===== src/voice_store_regs.vh =====
// Purpose: shared constants of the voice store host port
// Assumes: core clock of 100 MHz
// Notes:   times are kept in their own unit, cycle counts derive from them
`ifndef VOICE_STORE_REGS_VH
`define VOICE_STORE_REGS_VH

`define CORE_CLK_HZ        100000000
`define INT_SAMPLE_HZ      6400
// core clock over internal sample rate, sized so the divider parameter takes it whole
`define INT_SAMPLE_CYCLES  16'h3d09
`define EXT_LOSS_NS        10000
`define EXT_LOSS_CYCLES    ((`EXT_LOSS_NS * 100) / 1000)
`define FRAME_BITS         16
`define BIT_CNT_W          5
`define SEG_SAMPLES        256
`define SYNC_W             4
`define SYNC_SCLK          0
`define SYNC_CS            1
`define SYNC_SDI           2
`define SYNC_EXT           3
`define STAT_WARN          15
`define STAT_INT           14
`define STAT_HELD          13
`define STAT_EXT           12
`define STAT_RUN           11

`endif


===== src/pin_sync.v =====
// Purpose: two-stage synchroniser for a group of pins
// Assumes: pins are asynchronous to core_clk
// Notes:   the first stage is read only by the second stage
`timescale 1ns/1ps
`default_nettype none
`include "voice_store_regs.vh"

module pin_sync (
	input  wire                 core_clk,
	input  wire                 resetn,
	input  wire [`SYNC_W-1:0]   pins,
	output wire [`SYNC_W-1:0]   pins_sync
);
	reg [`SYNC_W-1:0] stage1;
	reg [`SYNC_W-1:0] stage2;

	genvar i;
	generate
		for (i = 0; i < `SYNC_W; i = i + 1) begin : g_bit
			// cs idles high, others idle low, so the reset value matches an idle bus
			always @(posedge core_clk) begin
				if (!resetn) begin
					stage1[i] <= (i == `SYNC_CS) ? 1'b1 : 1'b0;
					stage2[i] <= (i == `SYNC_CS) ? 1'b1 : 1'b0;
				end else begin
					stage1[i] <= pins[i];
					stage2[i] <= stage1[i];
				end
			end
		end
	endgenerate

	assign pins_sync = stage2;
endmodule // pin_sync
`default_nettype wire


===== src/voice_store_host_port.v =====
// Purpose: host-facing serial port, segment warning and interrupt of a voice store
// Assumes: host is a serial master; link pins are sampled by core_clk (sclk far below 50 MHz)
// Notes:   opcodes are decoded downstream; this block frames, queues and signals
// Overview of operation
// - serial_in is sampled on each of the first 16 rising serial clock edges while selected.
// - serial_out changes on each falling serial clock edge.
// - low chip select makes this device the active slave; host drives it low.
// - with chip select high the output floats and serial_in is ignored.
// - segment_end_warn_n low signals the active segment is nearly used up.
// - interrupt pulled low on message end or overflow, otherwise released; the code holds it low until chip select next falls.
// - an external sample clock replaces the internal sampling clock.
// - reset clears address counters and restores all settings to defaults.
// - warning falls at half segment, returns high when the segment is full.
// - command during warning low is taken; later ones wait for next warning.
// - interrupt also raised after a power-up command when supply is low.
// - external clock chosen automatically when present, else internal oscillator.
`timescale 1ns/1ps
`default_nettype none
`include "voice_store_regs.vh"

module voice_store_host_port #(
	parameter [15:0] INT_DIV = `INT_SAMPLE_CYCLES
) (
	input  wire                     core_clk,
	input  wire                     resetn,
	input  wire                     sclk,
	input  wire                     cs_n,
	input  wire                     serial_in,
	output reg                      serial_out,
	output reg                      serial_out_oe_n,
	output reg                      segment_end_warn_n,
	output wire                     irq_n_out,
	output reg                      irq_n_oe_n,
	input  wire                     ext_sample_clk,
	input  wire                     seg_run,
	input  wire                     end_of_message,
	input  wire                     overflow,
	input  wire                     power_up_command,
	input  wire                     low_supply,
	output reg                      sample_tick,
	output reg                      ext_clk_active,
	output reg                      cmd_valid,
	output reg [`FRAME_BITS-1:0]    cmd_data,
	output reg                      seg_done
);
	localparam integer EXT_LOSS_I  = `EXT_LOSS_CYCLES;
	localparam integer SEG_LEN_I   = `SEG_SAMPLES;
	localparam integer SEG_HALF_I  = `SEG_SAMPLES / 2;
	localparam integer FRAME_LEN_I = `FRAME_BITS;
	localparam [15:0] EXT_LOSS = EXT_LOSS_I[15:0];
	localparam [15:0] SEG_LEN  = SEG_LEN_I[15:0];
	localparam [15:0] SEG_HALF = SEG_HALF_I[15:0];
	localparam [`BIT_CNT_W-1:0] FRAME_LEN = FRAME_LEN_I[`BIT_CNT_W-1:0];

	wire [`SYNC_W-1:0] pins_sync;

	pin_sync u_sync (
		.core_clk  (core_clk),
		.resetn    (resetn),
		.pins      ({ext_sample_clk, serial_in, cs_n, sclk}),
		.pins_sync (pins_sync)
	);

	wire sclk_s = pins_sync[`SYNC_SCLK];
	wire cs_s   = pins_sync[`SYNC_CS];
	wire sdi_s  = pins_sync[`SYNC_SDI];
	wire ext_s  = pins_sync[`SYNC_EXT];

	reg sclk_d;
	reg cs_d;
	reg ext_d;
	wire sclk_rise = sclk_s & ~sclk_d;
	wire sclk_fall = ~sclk_s & sclk_d;
	wire cs_fall   = ~cs_s & cs_d;
	wire cs_rise   = cs_s & ~cs_d;
	wire ext_rise  = ext_s & ~ext_d;

	// serial link
	reg [`FRAME_BITS-1:0] rx_shift;
	reg [`FRAME_BITS-1:0] tx_shift;
	reg [`BIT_CNT_W-1:0]  bit_cnt;
	reg                   frame_done;
	reg [15:0]            seg_cnt;
	reg                   held;
	reg [`FRAME_BITS-1:0] held_data;
	reg                   irq_pend;

	wire [`FRAME_BITS-1:0] status_word = {segment_end_warn_n, irq_pend, held, ext_clk_active,
		seg_run, 11'h000};

	always @(posedge core_clk) begin
		if (!resetn) begin
			sclk_d          <= 1'b0;
			cs_d            <= 1'b1;
			ext_d           <= 1'b0;
			rx_shift        <= 16'h0000;
			tx_shift        <= 16'h0000;
			bit_cnt         <= 5'h00;
			serial_out      <= 1'b0;
			serial_out_oe_n <= 1'b1;
			frame_done      <= 1'b0;
		end else begin
			sclk_d     <= sclk_s;
			cs_d       <= cs_s;
			ext_d      <= ext_s;
			frame_done <= 1'b0;
			serial_out_oe_n <= cs_s;
			if (cs_s) begin
				bit_cnt <= 5'h00;
			end else if (cs_fall) begin
				tx_shift   <= {status_word[`FRAME_BITS-2:0], 1'b0};
				serial_out <= status_word[`FRAME_BITS-1];
				bit_cnt    <= 5'h00;
			end else begin
				if (sclk_rise && bit_cnt != FRAME_LEN) begin
					rx_shift <= {rx_shift[`FRAME_BITS-2:0], sdi_s};
					bit_cnt  <= bit_cnt + 5'h01;
				end
				if (sclk_fall) begin
					serial_out <= tx_shift[`FRAME_BITS-1];
					tx_shift   <= {tx_shift[`FRAME_BITS-2:0], 1'b0};
				end
			end
			// a frame counts only when chip select closes a whole word
			if (cs_rise && bit_cnt == FRAME_LEN) begin
				frame_done <= 1'b1;
			end
		end
	end

	// sample clock source
	reg [15:0] ext_watch;
	reg [15:0] int_div;

	always @(posedge core_clk) begin
		if (!resetn) begin
			ext_watch      <= 16'h0000;
			ext_clk_active <= 1'b0;
			int_div        <= 16'h0000;
			sample_tick    <= 1'b0;
		end else begin
			if (ext_rise) begin
				ext_watch <= EXT_LOSS;
			end else if (ext_watch != 16'h0000) begin
				ext_watch <= ext_watch - 16'h0001;
			end
			ext_clk_active <= (ext_watch != 16'h0000);
			if (int_div >= INT_DIV - 16'h0001) begin
				int_div <= 16'h0000;
			end else begin
				int_div <= int_div + 16'h0001;
			end
			// the internal oscillator keeps running so fallback needs no restart
			if (ext_clk_active) begin
				sample_tick <= ext_rise;
			end else begin
				sample_tick <= (int_div == 16'h0000);
			end
		end
	end

	// segment progress and command queue
	wire at_half = (seg_cnt == SEG_HALF - 16'h0001);
	wire at_end  = (seg_cnt == SEG_LEN - 16'h0001);

	always @(posedge core_clk) begin
		if (!resetn) begin
			seg_cnt            <= 16'h0000;
			segment_end_warn_n <= 1'b1;
			seg_done           <= 1'b0;
			held               <= 1'b0;
			held_data          <= 16'h0000;
			cmd_valid          <= 1'b0;
			cmd_data           <= 16'h0000;
		end else begin
			seg_done  <= 1'b0;
			cmd_valid <= 1'b0;
			if (!seg_run) begin
				seg_cnt            <= 16'h0000;
				segment_end_warn_n <= 1'b1;
			end else if (sample_tick) begin
				if (at_end) begin
					seg_cnt            <= 16'h0000;
					segment_end_warn_n <= 1'b1;
					seg_done           <= 1'b1;
				end else begin
					seg_cnt <= seg_cnt + 16'h0001;
					if (at_half) begin
						segment_end_warn_n <= 1'b0;
					end
				end
			end
			if (frame_done) begin
				if (!seg_run || !segment_end_warn_n) begin
					cmd_valid <= 1'b1;
					cmd_data  <= rx_shift;
					// a newer command supersedes a waiting one, so an older word never follows it
					held      <= 1'b0;
				end else begin
					// only the latest waiting command is kept
					held      <= 1'b1;
					held_data <= rx_shift;
				end
			end else if (held && (!seg_run || !segment_end_warn_n)) begin
				held      <= 1'b0;
				cmd_valid <= 1'b1;
				cmd_data  <= held_data;
			end
		end
	end

	// interrupt: held until the host opens the next transfer; a new event wins
	always @(posedge core_clk) begin
		if (!resetn) begin
			irq_pend   <= 1'b0;
			irq_n_oe_n <= 1'b1;
		end else begin
			if (end_of_message || overflow || (power_up_command && low_supply)) begin
				irq_pend <= 1'b1;
			end else if (cs_fall) begin
				irq_pend <= 1'b0;
			end
			irq_n_oe_n <= ~irq_pend;
		end
	end

	assign irq_n_out = 1'b0;
endmodule // voice_store_host_port
`default_nettype wire


===== config.mk =====
export PLATFORM = sky130hd
export DESIGN_NAME = voice_store_host_port
export DESIGN_NICKNAME = d
export VERILOG_FILES = /design/src/pin_sync.v /design/src/voice_store_host_port.v
export VERILOG_INCLUDE_DIRS = /design/src
export SDC_FILE = /design/constraint.sdc
export NUM_CORES = 1
export LEC_CHECK = 0
export BUFFER_PORTS_ARGS = -buffer_cell sky130_fd_sc_hd__buf_4
export CAP_MARGIN = 20
export CORE_MARGIN = 4
export CORE_UTILIZATION = 50
export CTS_CLUSTER_DIAMETER = 200
export DETAILED_ROUTE_END_ITERATION = 8
export HOLD_SLACK_MARGIN = 0.1
export PLACE_DENSITY_LB_ADDON = 0.3
export SETUP_SLACK_MARGIN = 0.05
export SYNTH_ARGS = -nofsm -noshare
export SYNTH_HDL_FRONTEND = slang
export SYNTH_SLANG_ARGS = --single-unit

===== constraint.sdc =====
create_clock -name core_clk -period 3.5 [get_ports core_clk]
set_clock_uncertainty 0.2 [all_clocks]
set_input_delay 0.525 -clock core_clk [delete_from_list [all_inputs] [get_ports core_clk]]
set_output_delay 0.525 -clock core_clk [all_outputs]
set_load 0.005 [all_outputs]

==> results of run 1 <==
## state kept, by name, indices dropped and copies added, names as in the netlist
register,cells
irq_n_oe_n,1
cmd_data,16
frame_done,1
held_data,16
sclk_d,1
ext_clk_active,1
bit_cnt,5
u_sync.pins_sync,4
u_sync.stage1,4
ext_d,1
rx_shift,16
tx_shift,4
ext_watch,16
cs_d,1
cmd_valid,1
seg_cnt,16
seg_done,1
irq_pend,1
sample_tick,1
held,1
serial_out,1
int_div,16
segment_end_warn_n,1
## synth_stat cells, drive strengths merged
master / n / area (um^2)
nand4: 14 / 87.6
o31a: 5 / 45.0
o31ai: 4 / 30.0
xnor2: 4 / 35.0
nor3b: 3 / 22.5
nand2: 53 / 201
conb: 1 / 3.75
o21ai: 9 / 45.0
o311ai: 2 / 17.5
nor2b: 2 / 12.5
xor2: 23 / 201
nand3: 13 / 65.1
or2: 4 / 25.0
or4: 7 / 56.3
nor4: 6 / 37.5
nor3: 10 / 50.1
nor4b: 1 / 8.76
clkbuf: 24 / 90.1
dfxtp: 126 / 2520
nor2: 76 / 285
or3: 8 / 55.1
a31oi: 5 / 31.3
and4: 6 / 52.6
buf: 5 / 26.3
inv: 7 / 26.3
a21oi: 34 / 170
nand4b: 3 / 26.3
and3: 5 / 31.3
or2b: 1 / 7.51
and2b: 1 / 7.51
and4b: 1 / 10.0
o21bai: 1 / 7.51
clkinv: 1 / 3.75
ha: 7 / 87.6
a211oi: 22 / 165
o21ba: 1 / 10.0
nand3b: 2 / 15.0
nand4bb: 1 / 11.3
o41ai: 1 / 8.76
mux2i: 38 / 380
and2: 14 / 87.6
nand2b: 6 / 37.5
## logic make-up (layout without fill, tap and decap cells)
family | count (synthesis) | in the layout
and+or+nand+nor | 237 | 237
buffers and inverters | 37 | 85
other | 1 | 3
muxes | 38 | 38
DFF | 126 | 126
xor gates and xnor gates | 27 | 27
adders and majority gates | 7 | 7
AOI/OAI and AO/OA | 84 | 84
## worst paths after layout
check | to
worst max register to register | rx_shift[14]
worst min register to register | irq_n_oe_n
worst min-delay path | u_sync.stage1[1]
worst max-delay path | rx_shift[14]
## metal layers
metal  vias to the layer above  GRT usage  routed length [um]
li1                       2034          -                   -
met1                      1889      0.229                4840
met2                        77      0.298                4750
met3                        18     0.0645                 444
met4                         0     0.0586                 123
met5                         -          0                   0
## critical path, delay by kind of cell, from the launching register on
family | cells | cell delay, ns
simple gates | 3 | 0.98
mux | 1 | 0.40
flops | 1 | 0.39
fa+ha+maj | 1 | 0.19
buf+inv | 1 | 0.07
## final cells by class
type	count	area, um^2
clock buffers	19	442
clock inverters	13	116
fillers	825	3790
inverters	8	30.0
multi-input cells	396	2440
flip-flops and latches	126	2520
well taps	133	166
repair buffers	45	355
## report_power, final
| group | leakage (nW) | switching [W] | total, W | internal (W) |
|---|---|---|---|---|
| combinational | 0.999 | 0.000384 | 0.000642 | 0.000258 |
| clock | 0.270 | 0.000639 | 0.00162 | 0.000978 |
| sequential | 1.02 | 0.0000927 | 0.00162 | 0.00153 |
| total | 2.29 | 0.00112 | 0.00388 | 0.00277 |
## through the flow
step	total power (W)	cell area [um^2]	hold WS, ns	cells
finish	0.00388	6080	0.130	740
global route	0.00408	6080	0.117	740
CTS	0.00391	6080	0.111	740
detailed placement	0.00228	5450	0.188	701
global placement	0.00225	5450	0.188	701
floorplan	0.00214	5110	0.172	559
==> impl_results.md, run 1 <==
- Yosys warns: 0
- Worst r2r path cells: 6
- Pwr dens: approximately 640 nW/um^2
- Crit path launch: bit_cnt[0]
- Worst EP required: 3.67 ns
- Residual DRC: 0
- Syn avg cell area: ~9.2 um^2
- CTS clk-pin slew, worst paths: approximately 0.060 ns
- Compound-Gate Fraction of Synth Area: 0.104
- Setup crit start kind: flop
- Register area share after synthesis: 0.494
- Slowest cell on crit path: nand3_1
- Endpoints failing setup: 0
- Largest net degree at the start of global routing: 61
- Period Utilization, post-route: 0.682
- Commonest non-fill, non-tap cells in the layout: dfxtp_1 (126), nor2_1 (76), nand2_1 (52), mux2i_1 (38), buf_4 (38)
- Clk buf depth: 2
- WL/cell: approximately 14 um
- R2r startpoint: bit_cnt[0]
- H-tree depth: 4
- DP Worst Slack: around 1.1 ns
- First DRT Iteration DRCs: 176
- Io pins: 36
- Total vias in the final route: between 4000 and 5000
- Drt first pass iters: 4
- Via/cell ratio: ~5.4
- WL final: between 10000 and 15000 um
- Post-synthesis register bit count: about 130
- Number of CTS-inserted buffers: 17
- Largest family of logic cells by synthesized area: simple AND/OR/NAND/NOR gates
- Slew HR: 0.344
- Hold Path Origin: resetn
- Clock latency on the worst-skew pair: 0.52 ns
- CTS tree: done
- Util after Layout: 0.616
- Initial Util: 0.517
- Post-Synth Adder-Cell Area: 0.0172
- DP Wirelength: ~6500 um
- Outcome: completed
- Overflow after GRT: 0
- Vias in the first global route: about 3800
- Area grow syn2layout: 19.1%
- Post-Synth Simple-Gate Area: 0.234
- Initial antenna violation count: 0
- Reg2Reg Setup Slack: 1.11 ns
- Root Buffer: clkbuf_8
- Crit end category: flop
- Final net count: 612
- Critical-path cell list: inv_1 > ha_1 > nand4bb_1 > nand3_1 > mux2i_1 > nor2_1
- First-pass GRT wire length: between 15000 and 20000 um
- CP arrival: roughly 2.6 ns
- XOR/XNOR Fraction of Synth Area: 0.0464
- Tmin final: around 2.4 ns
- Maximum vdd drop: approximately 0.0005 V
- Port bufs: 34
- Aggregate negative setup slack: 0 ns
- Netlist cell types: between 50 and 60
- Crit-path max FO: 16
- Routability Congestion: about 0.86
- Setup ws final: ~1.1 ns
- Critical path type: reg -> reg
- Most common cell after layout, fill and taps aside: dfxtp_1
- Leakage dissipation: 2.29 nW
- Mapped Cells: 557
- Final Hold Viols: 0
- Cell Area, Synth: 5100 um^2
- CTS Hold Bufs: 7
- Total die area: 11900 um^2
- # Max-Cap Violations: 0
- Max frequency: between 400 and 500 MHz
- FP Rows: 36
- Post-synthesis mux area share: 0.0746
- Least-Margin Pin Slew: a little under 1 ns
- Fin. max-slew vios: 0
- Hold depth: 2
- Die W: between 100 and 150 um
- Postcts setup bufs: 0
- Ant diodes: 0
- TritonCTS Sinks: about 130
- Total track usage: 0.184
- Layout cells sized above 1: 0.127
- Post-route antenna net violation count: 0
- Crit-path max cell delay: between 0.7 and 0.8 ns
- Post-CTS sizing: 0
- HP Class: in -> reg
- DIE HEIGHT: 109 um
- RSZ-0062 raised after global routing: no
- Core region area: ~9900 um^2
No activity file was read; power rests on OpenSTA's default activity.
==> run 2: changes to the inputs <==
clock period = 2.2 ns   (was 3.5 ns; I/O delays follow)
==> impl_results.md, run 2 (same netlist as run 1, synthesis figures left out) <==
- Number of fill cells: 809
- Total vias in the final route: 4058
- Largest net degree at the start of global routing: 55
- CTS clk-pin slew, worst paths: ~0.06 ns
- Initial Util: 0.517
- Worst EP required: 2.44 ns
- Overflow after GRT: 0
- DIE HEIGHT: between 100 and 150 um
- Total track usage: 0.183
- Via/cell ratio: roughly 5.4
- Max frequency: between 400 and 500 MHz
- DP Wirelength: 6520 um
- Drt first pass iters: 4
- Vias in the first global route: about 3800
- Least-Margin Pin Slew: between 0.5 and 0.6 ns
- First-pass GRT wire length: about 17000 um
- Slowest cell on crit path: or4_4
- Area grow syn2layout: 22.1%
- FP Rows: 36
- Setup crit start kind: flop
- Final Hold Viols: 0
- Crit-path max FO: 6
- Post-route antenna net violation count: 0
- Commonest non-fill, non-tap cells in the layout: dfxtp_1 (124), nor2_1 (76), nand2_1 (51), buf_4 (45), mux2i_1 (38)
- Maximum vdd drop: between 0.0005 and 0.0006 V
- Pwr dens: between 900 and 1000 nW/um^2
- Routability Congestion: ~0.8
- Outcome: completed
- Final net count: between 600 and 700
- WL final: 10200 um
- Placed insts: ~710
- Layout cells sized above 1: 0.151
- Slew HR: 0.639
- Endpoints failing setup: 0
- Non-filler cells, final: 754
- Critical-path cell list: or3_4 > or4_4 > or4_1 > a21oi_1
- Crit end category: flop
- Core region area: around 10000 um^2
- Tmin final: 2.10 ns
- Clock latency on the worst-skew pair: 0.52 ns
- Port bufs: 34
- Worst path top cell family by delay: simple AND/OR/NAND/NOR gates
- TritonCTS Sinks: 126
- Initial antenna violation count: 0
- Residual DRC: 0
- HP Class: reg -> reg
- Io pins: 36
- Crit-path max cell delay: roughly 0.49 ns
- Total die area: approximately 12000 um^2
- H-tree depth: 4
- Aggregate negative setup slack: 0 ns
- CP arrival: 2.34 ns
- # Max-Cap Violations: 0
- Clk buf depth: 2
- Fin. max-slew vios: 0
- Ant diodes: 0
- CTS tree: done
- Number of CTS-inserted buffers: 17
- Most common cell after layout, fill and taps aside: dfxtp_1
- Die W: approximately 110 um
- Buffers and inverters on the worst path: 0
- Critical path type: reg -> reg
- RSZ-0062 raised after global routing: yes
- WL/cell: about 14 um
- First DRT Iteration DRCs: 229
- Period Utilization, post-route: 0.954
- Leakage dissipation: roughly 2.4 nW
- Root Buffer: clkbuf_8
[run 2: layout make-up]
class | count | area, um^2 | share of cell area
Clock inverter | 12 | 95.1 | 0.0153
Timing Repair Buffer | 59 | 488 | 0.0784
Clock buffer | 20 | 445 | 0.0715
Multi-Input combinational cell | 396 | 2480 | 0.398
Tap cell | 133 | 166 | 0.0267
Sequential cell | 126 | 2520 | 0.405
Inverter | 8 | 30.0 | 0.00482
[run 2: worst paths after layout]
kind / cells after the start / slack (ns) / from / endpoint
hold / removal: 1 / 0.21 / irq_pend / irq_n_oe_n
setup reg to reg: 4 / 0.10 / ext_watch[3] / ext_watch[13]
hold reg to reg: 1 / 0.21 / irq_pend / irq_n_oe_n
setup / recovery: 4 / 0.10 / ext_watch[3] / ext_watch[13]
[run 2: per-stage QoR]
stage	setup slack (ns)	total power [W]	cell area [um^2]	utilization	hold slack, ns
global route	0.0415	0.00653	6230	0.631	0.224
detailed placement	0.126	0.00366	5520	0.560	0.185
global placement	0.146	0.00361	5520	0.560	0.188
finish	0.101	0.00622	6230	0.631	0.208
CTS	0.0668	0.00622	6190	0.628	0.209
floorplan	0.196	0.00340	5110	-	0.172
[run 2: report_power, final]
part | internal, W | total (W) | switching, W | leakage [nW]
clock | 0.00154 | 0.00252 | 0.000978 | 0.262
sequential | 0.00243 | 0.00258 | 0.000144 | 1.02
combinational | 0.000475 | 0.00112 | 0.000649 | 1.07
[run 2: layer usage]
metal | track usage | vias to the layer above | part of all wire
met5 | 0 | - | 0
met4 | 0.0929 | 0 | 0.019
met3 | 0.0515 | 18 | 0.050
met2 | 0.291 | 84 | 0.47
met1 | 0.227 | 1898 | 0.46
li1 | - | 2058 | -
[run 2: repair_timing]
item                       CTS  global route
setup endpoints to repair    0            12
gates resized for setup      0            13
hold buffers                13             0
buffers inserted             0             0
hold endpoints to repair    25             0
[run 2: worst reg2reg max path: cells and delay by family (launching register included)]
kind / cells / cell delay (ns)
AOI/OAI and AO/OA: 1 / 0.14
DFF: 1 / 0.36
and+or+nand+nor: 3 / 1.33
==> run 3: changes to the inputs <==
BUFFER_PORTS_ARGS = unset   (was -buffer_cell sky130_fd_sc_hd__buf_4)
DONT_BUFFER_PORTS = 1   (was unset)
==> impl_results.md, run 3 (same netlist as run 1, synthesis figures left out) <==
- Tmin final: around 2.1 ns
- Vias in the first global route: between 3000 and 4000
- Clock latency on the worst-skew pair: roughly 0.52 ns
- Least-Margin Pin Slew: between 0.6 and 0.7 ns
- Ant diodes: 0
- Largest net degree at the start of global routing: 38
- Critical path type: reg -> reg
- Number of CTS-inserted buffers: 17
- HP Class: in -> reg
- WL/cell: approximately 14 um
- DP Worst Slack: 0.122 ns
- Hold Slack: 0.119 ns
- H-tree depth: 4
- First-pass GRT wire length: ~18000 um
- DP Wirelength: 6500 um
- Crit-path max FO: 8
- WL final: 10300 um
- Io pins: 36
- Overflow after GRT: 0
- Drt first pass iters: 5
- Post-route antenna net violation count: 0
- Endpoints failing setup: 0
- Initial antenna violation count: 0
- Slew HR: 0.548
- Pwr dens: between 1000 and 1500 nW/um^2
- Total track usage: 0.185
- Leakage dissipation: between 2 and 2.5 nW
- Commonest non-fill, non-tap cells in the layout: dfxtp_1 (124), nor2_1 (76), nand2_1 (52), mux2i_1 (38), a21oi_1 (33)
- Port bufs: 0
- Via/cell ratio: between 5 and 6
- Total die area: between 10000 and 15000 um^2
- Maximum vdd drop: around 0.00055 V
- Clk buf depth: 2
- RSZ-0062 raised after global routing: no
- First DRT Iteration DRCs: 211
- Period Utilization, post-route: 0.946
- Final net count: ~590
- Root Buffer: clkbuf_8
- Total vias in the final route: about 4000
- Max frequency: approximately 480 MHz
- Core region area: 9860 um^2
- Final Hold Viols: 0
- Placed insts: 676
- Die W: ~110 um
- Setup ws final: 0.120 ns
- Area grow syn2layout: 16.9%
- Number of fill cells: 801
- CTS clk-pin slew, worst paths: roughly 0.060 ns
- Routability Congestion: ~0.83
- Setup crit start kind: flop
- Aggregate negative setup slack: 0 ns
- CP arrival: 2.32 ns
- Layout cells sized above 1: 0.0969
- # Max-Cap Violations: 0
- FP Rows: 36
- Crit end category: flop
- Fin. max-slew vios: 0
- Initial Util: 0.517
- Worst EP required: approximately 2.4 ns
- TritonCTS Sinks: between 100 and 150
- Non-filler cells, final: between 700 and 800
- DIE HEIGHT: about 110 um
- Most common cell after layout, fill and taps aside: dfxtp_1
- Residual DRC: 0
- CTS tree: done
- Outcome: completed
- Total power: approximately 0.0064 W
==> run 3: changes by cell type in the layout (fill, tap and decap cells not counted), moves of 2 or more <==
cell | previous run | this run
clkinv_4 | 0 | 4
dlygate4sd3_1 | 13 | 11
nor4_2 | 3 | 1
clkinvlp_4 | 4 | 1
inv_6 | 0 | 7
clkbuf_8 | 3 | 1
nor4_1 | 3 | 5
clkinv_2 | 7 | 1
buf_4 | 45 | 14
==> run 3: metal layers <==
| layer | up-vias | wire (um) | share of wire | GRT usage |
|---|---|---|---|---|
| met5 | - | 0 | 0 | 0 |
| li1 | 1991 | - | - | - |
| met3 | 6 | 589 | 0.057 | 0.0551 |
| met2 | 87 | 4950 | 0.48 | 0.313 |
| met4 | 0 | 65 | 0.0063 | 0.0595 |
| met1 | 1853 | 4720 | 0.46 | 0.225 |
==> run 3: repair_timing <==
action | CTS | global route
setup buffers | 0 | 1
endpoints found under the hold margin | 87 | 0
resized for setup | 0 | 6
hold buffers | 12 | 0
endpoints found under the setup margin | 0 | 53
==> run 3: power by group <==
group          internal (W)  switching [W]
Sequential          0.00244       0.000163
Clock               0.00153        0.00111
Combinational      0.000467       0.000643
==> run 3: area by class of cell <==
cell class | count | area, um^2 | area share
sequential | 126 | 2520 | 0.423
multi-input combinational | 396 | 2450 | 0.411
clock buffer | 17 | 414 | 0.0694
timing repair buffer | 26 | 228 | 0.0382
tap | 133 | 166 | 0.0279
clock inverter | 15 | 150 | 0.0252
inverter | 8 | 30.0 | 0.00503
==> run 3: path summary, 6_finish.rpt <==
kind,slack [ns],to,start,depth (start not counted)
max,0.12,ext_watch[13],ext_watch[2],4
min,0.12,held_data[12],seg_run,4
max reg2reg,0.12,ext_watch[13],ext_watch[2],4
min reg2reg,0.23,u_sync.pins_sync[3],u_sync.stage1[3],1
==> run 3: critical path, cell delays in order (launching register included) <==
cell     delay [ns]
dfxtp_2        0.36
or3_4          0.41
or4_4          0.49
or4_1          0.40
a21oi_1        0.14
==> run 3: metrics by stage <==
step	utilization	cell area, um^2
after floorplan	-	5110
after global placement	0.533	5260
after detailed placement	0.533	5260
after CTS	0.603	5940
after global routing	0.605	5970
final	0.605	5970
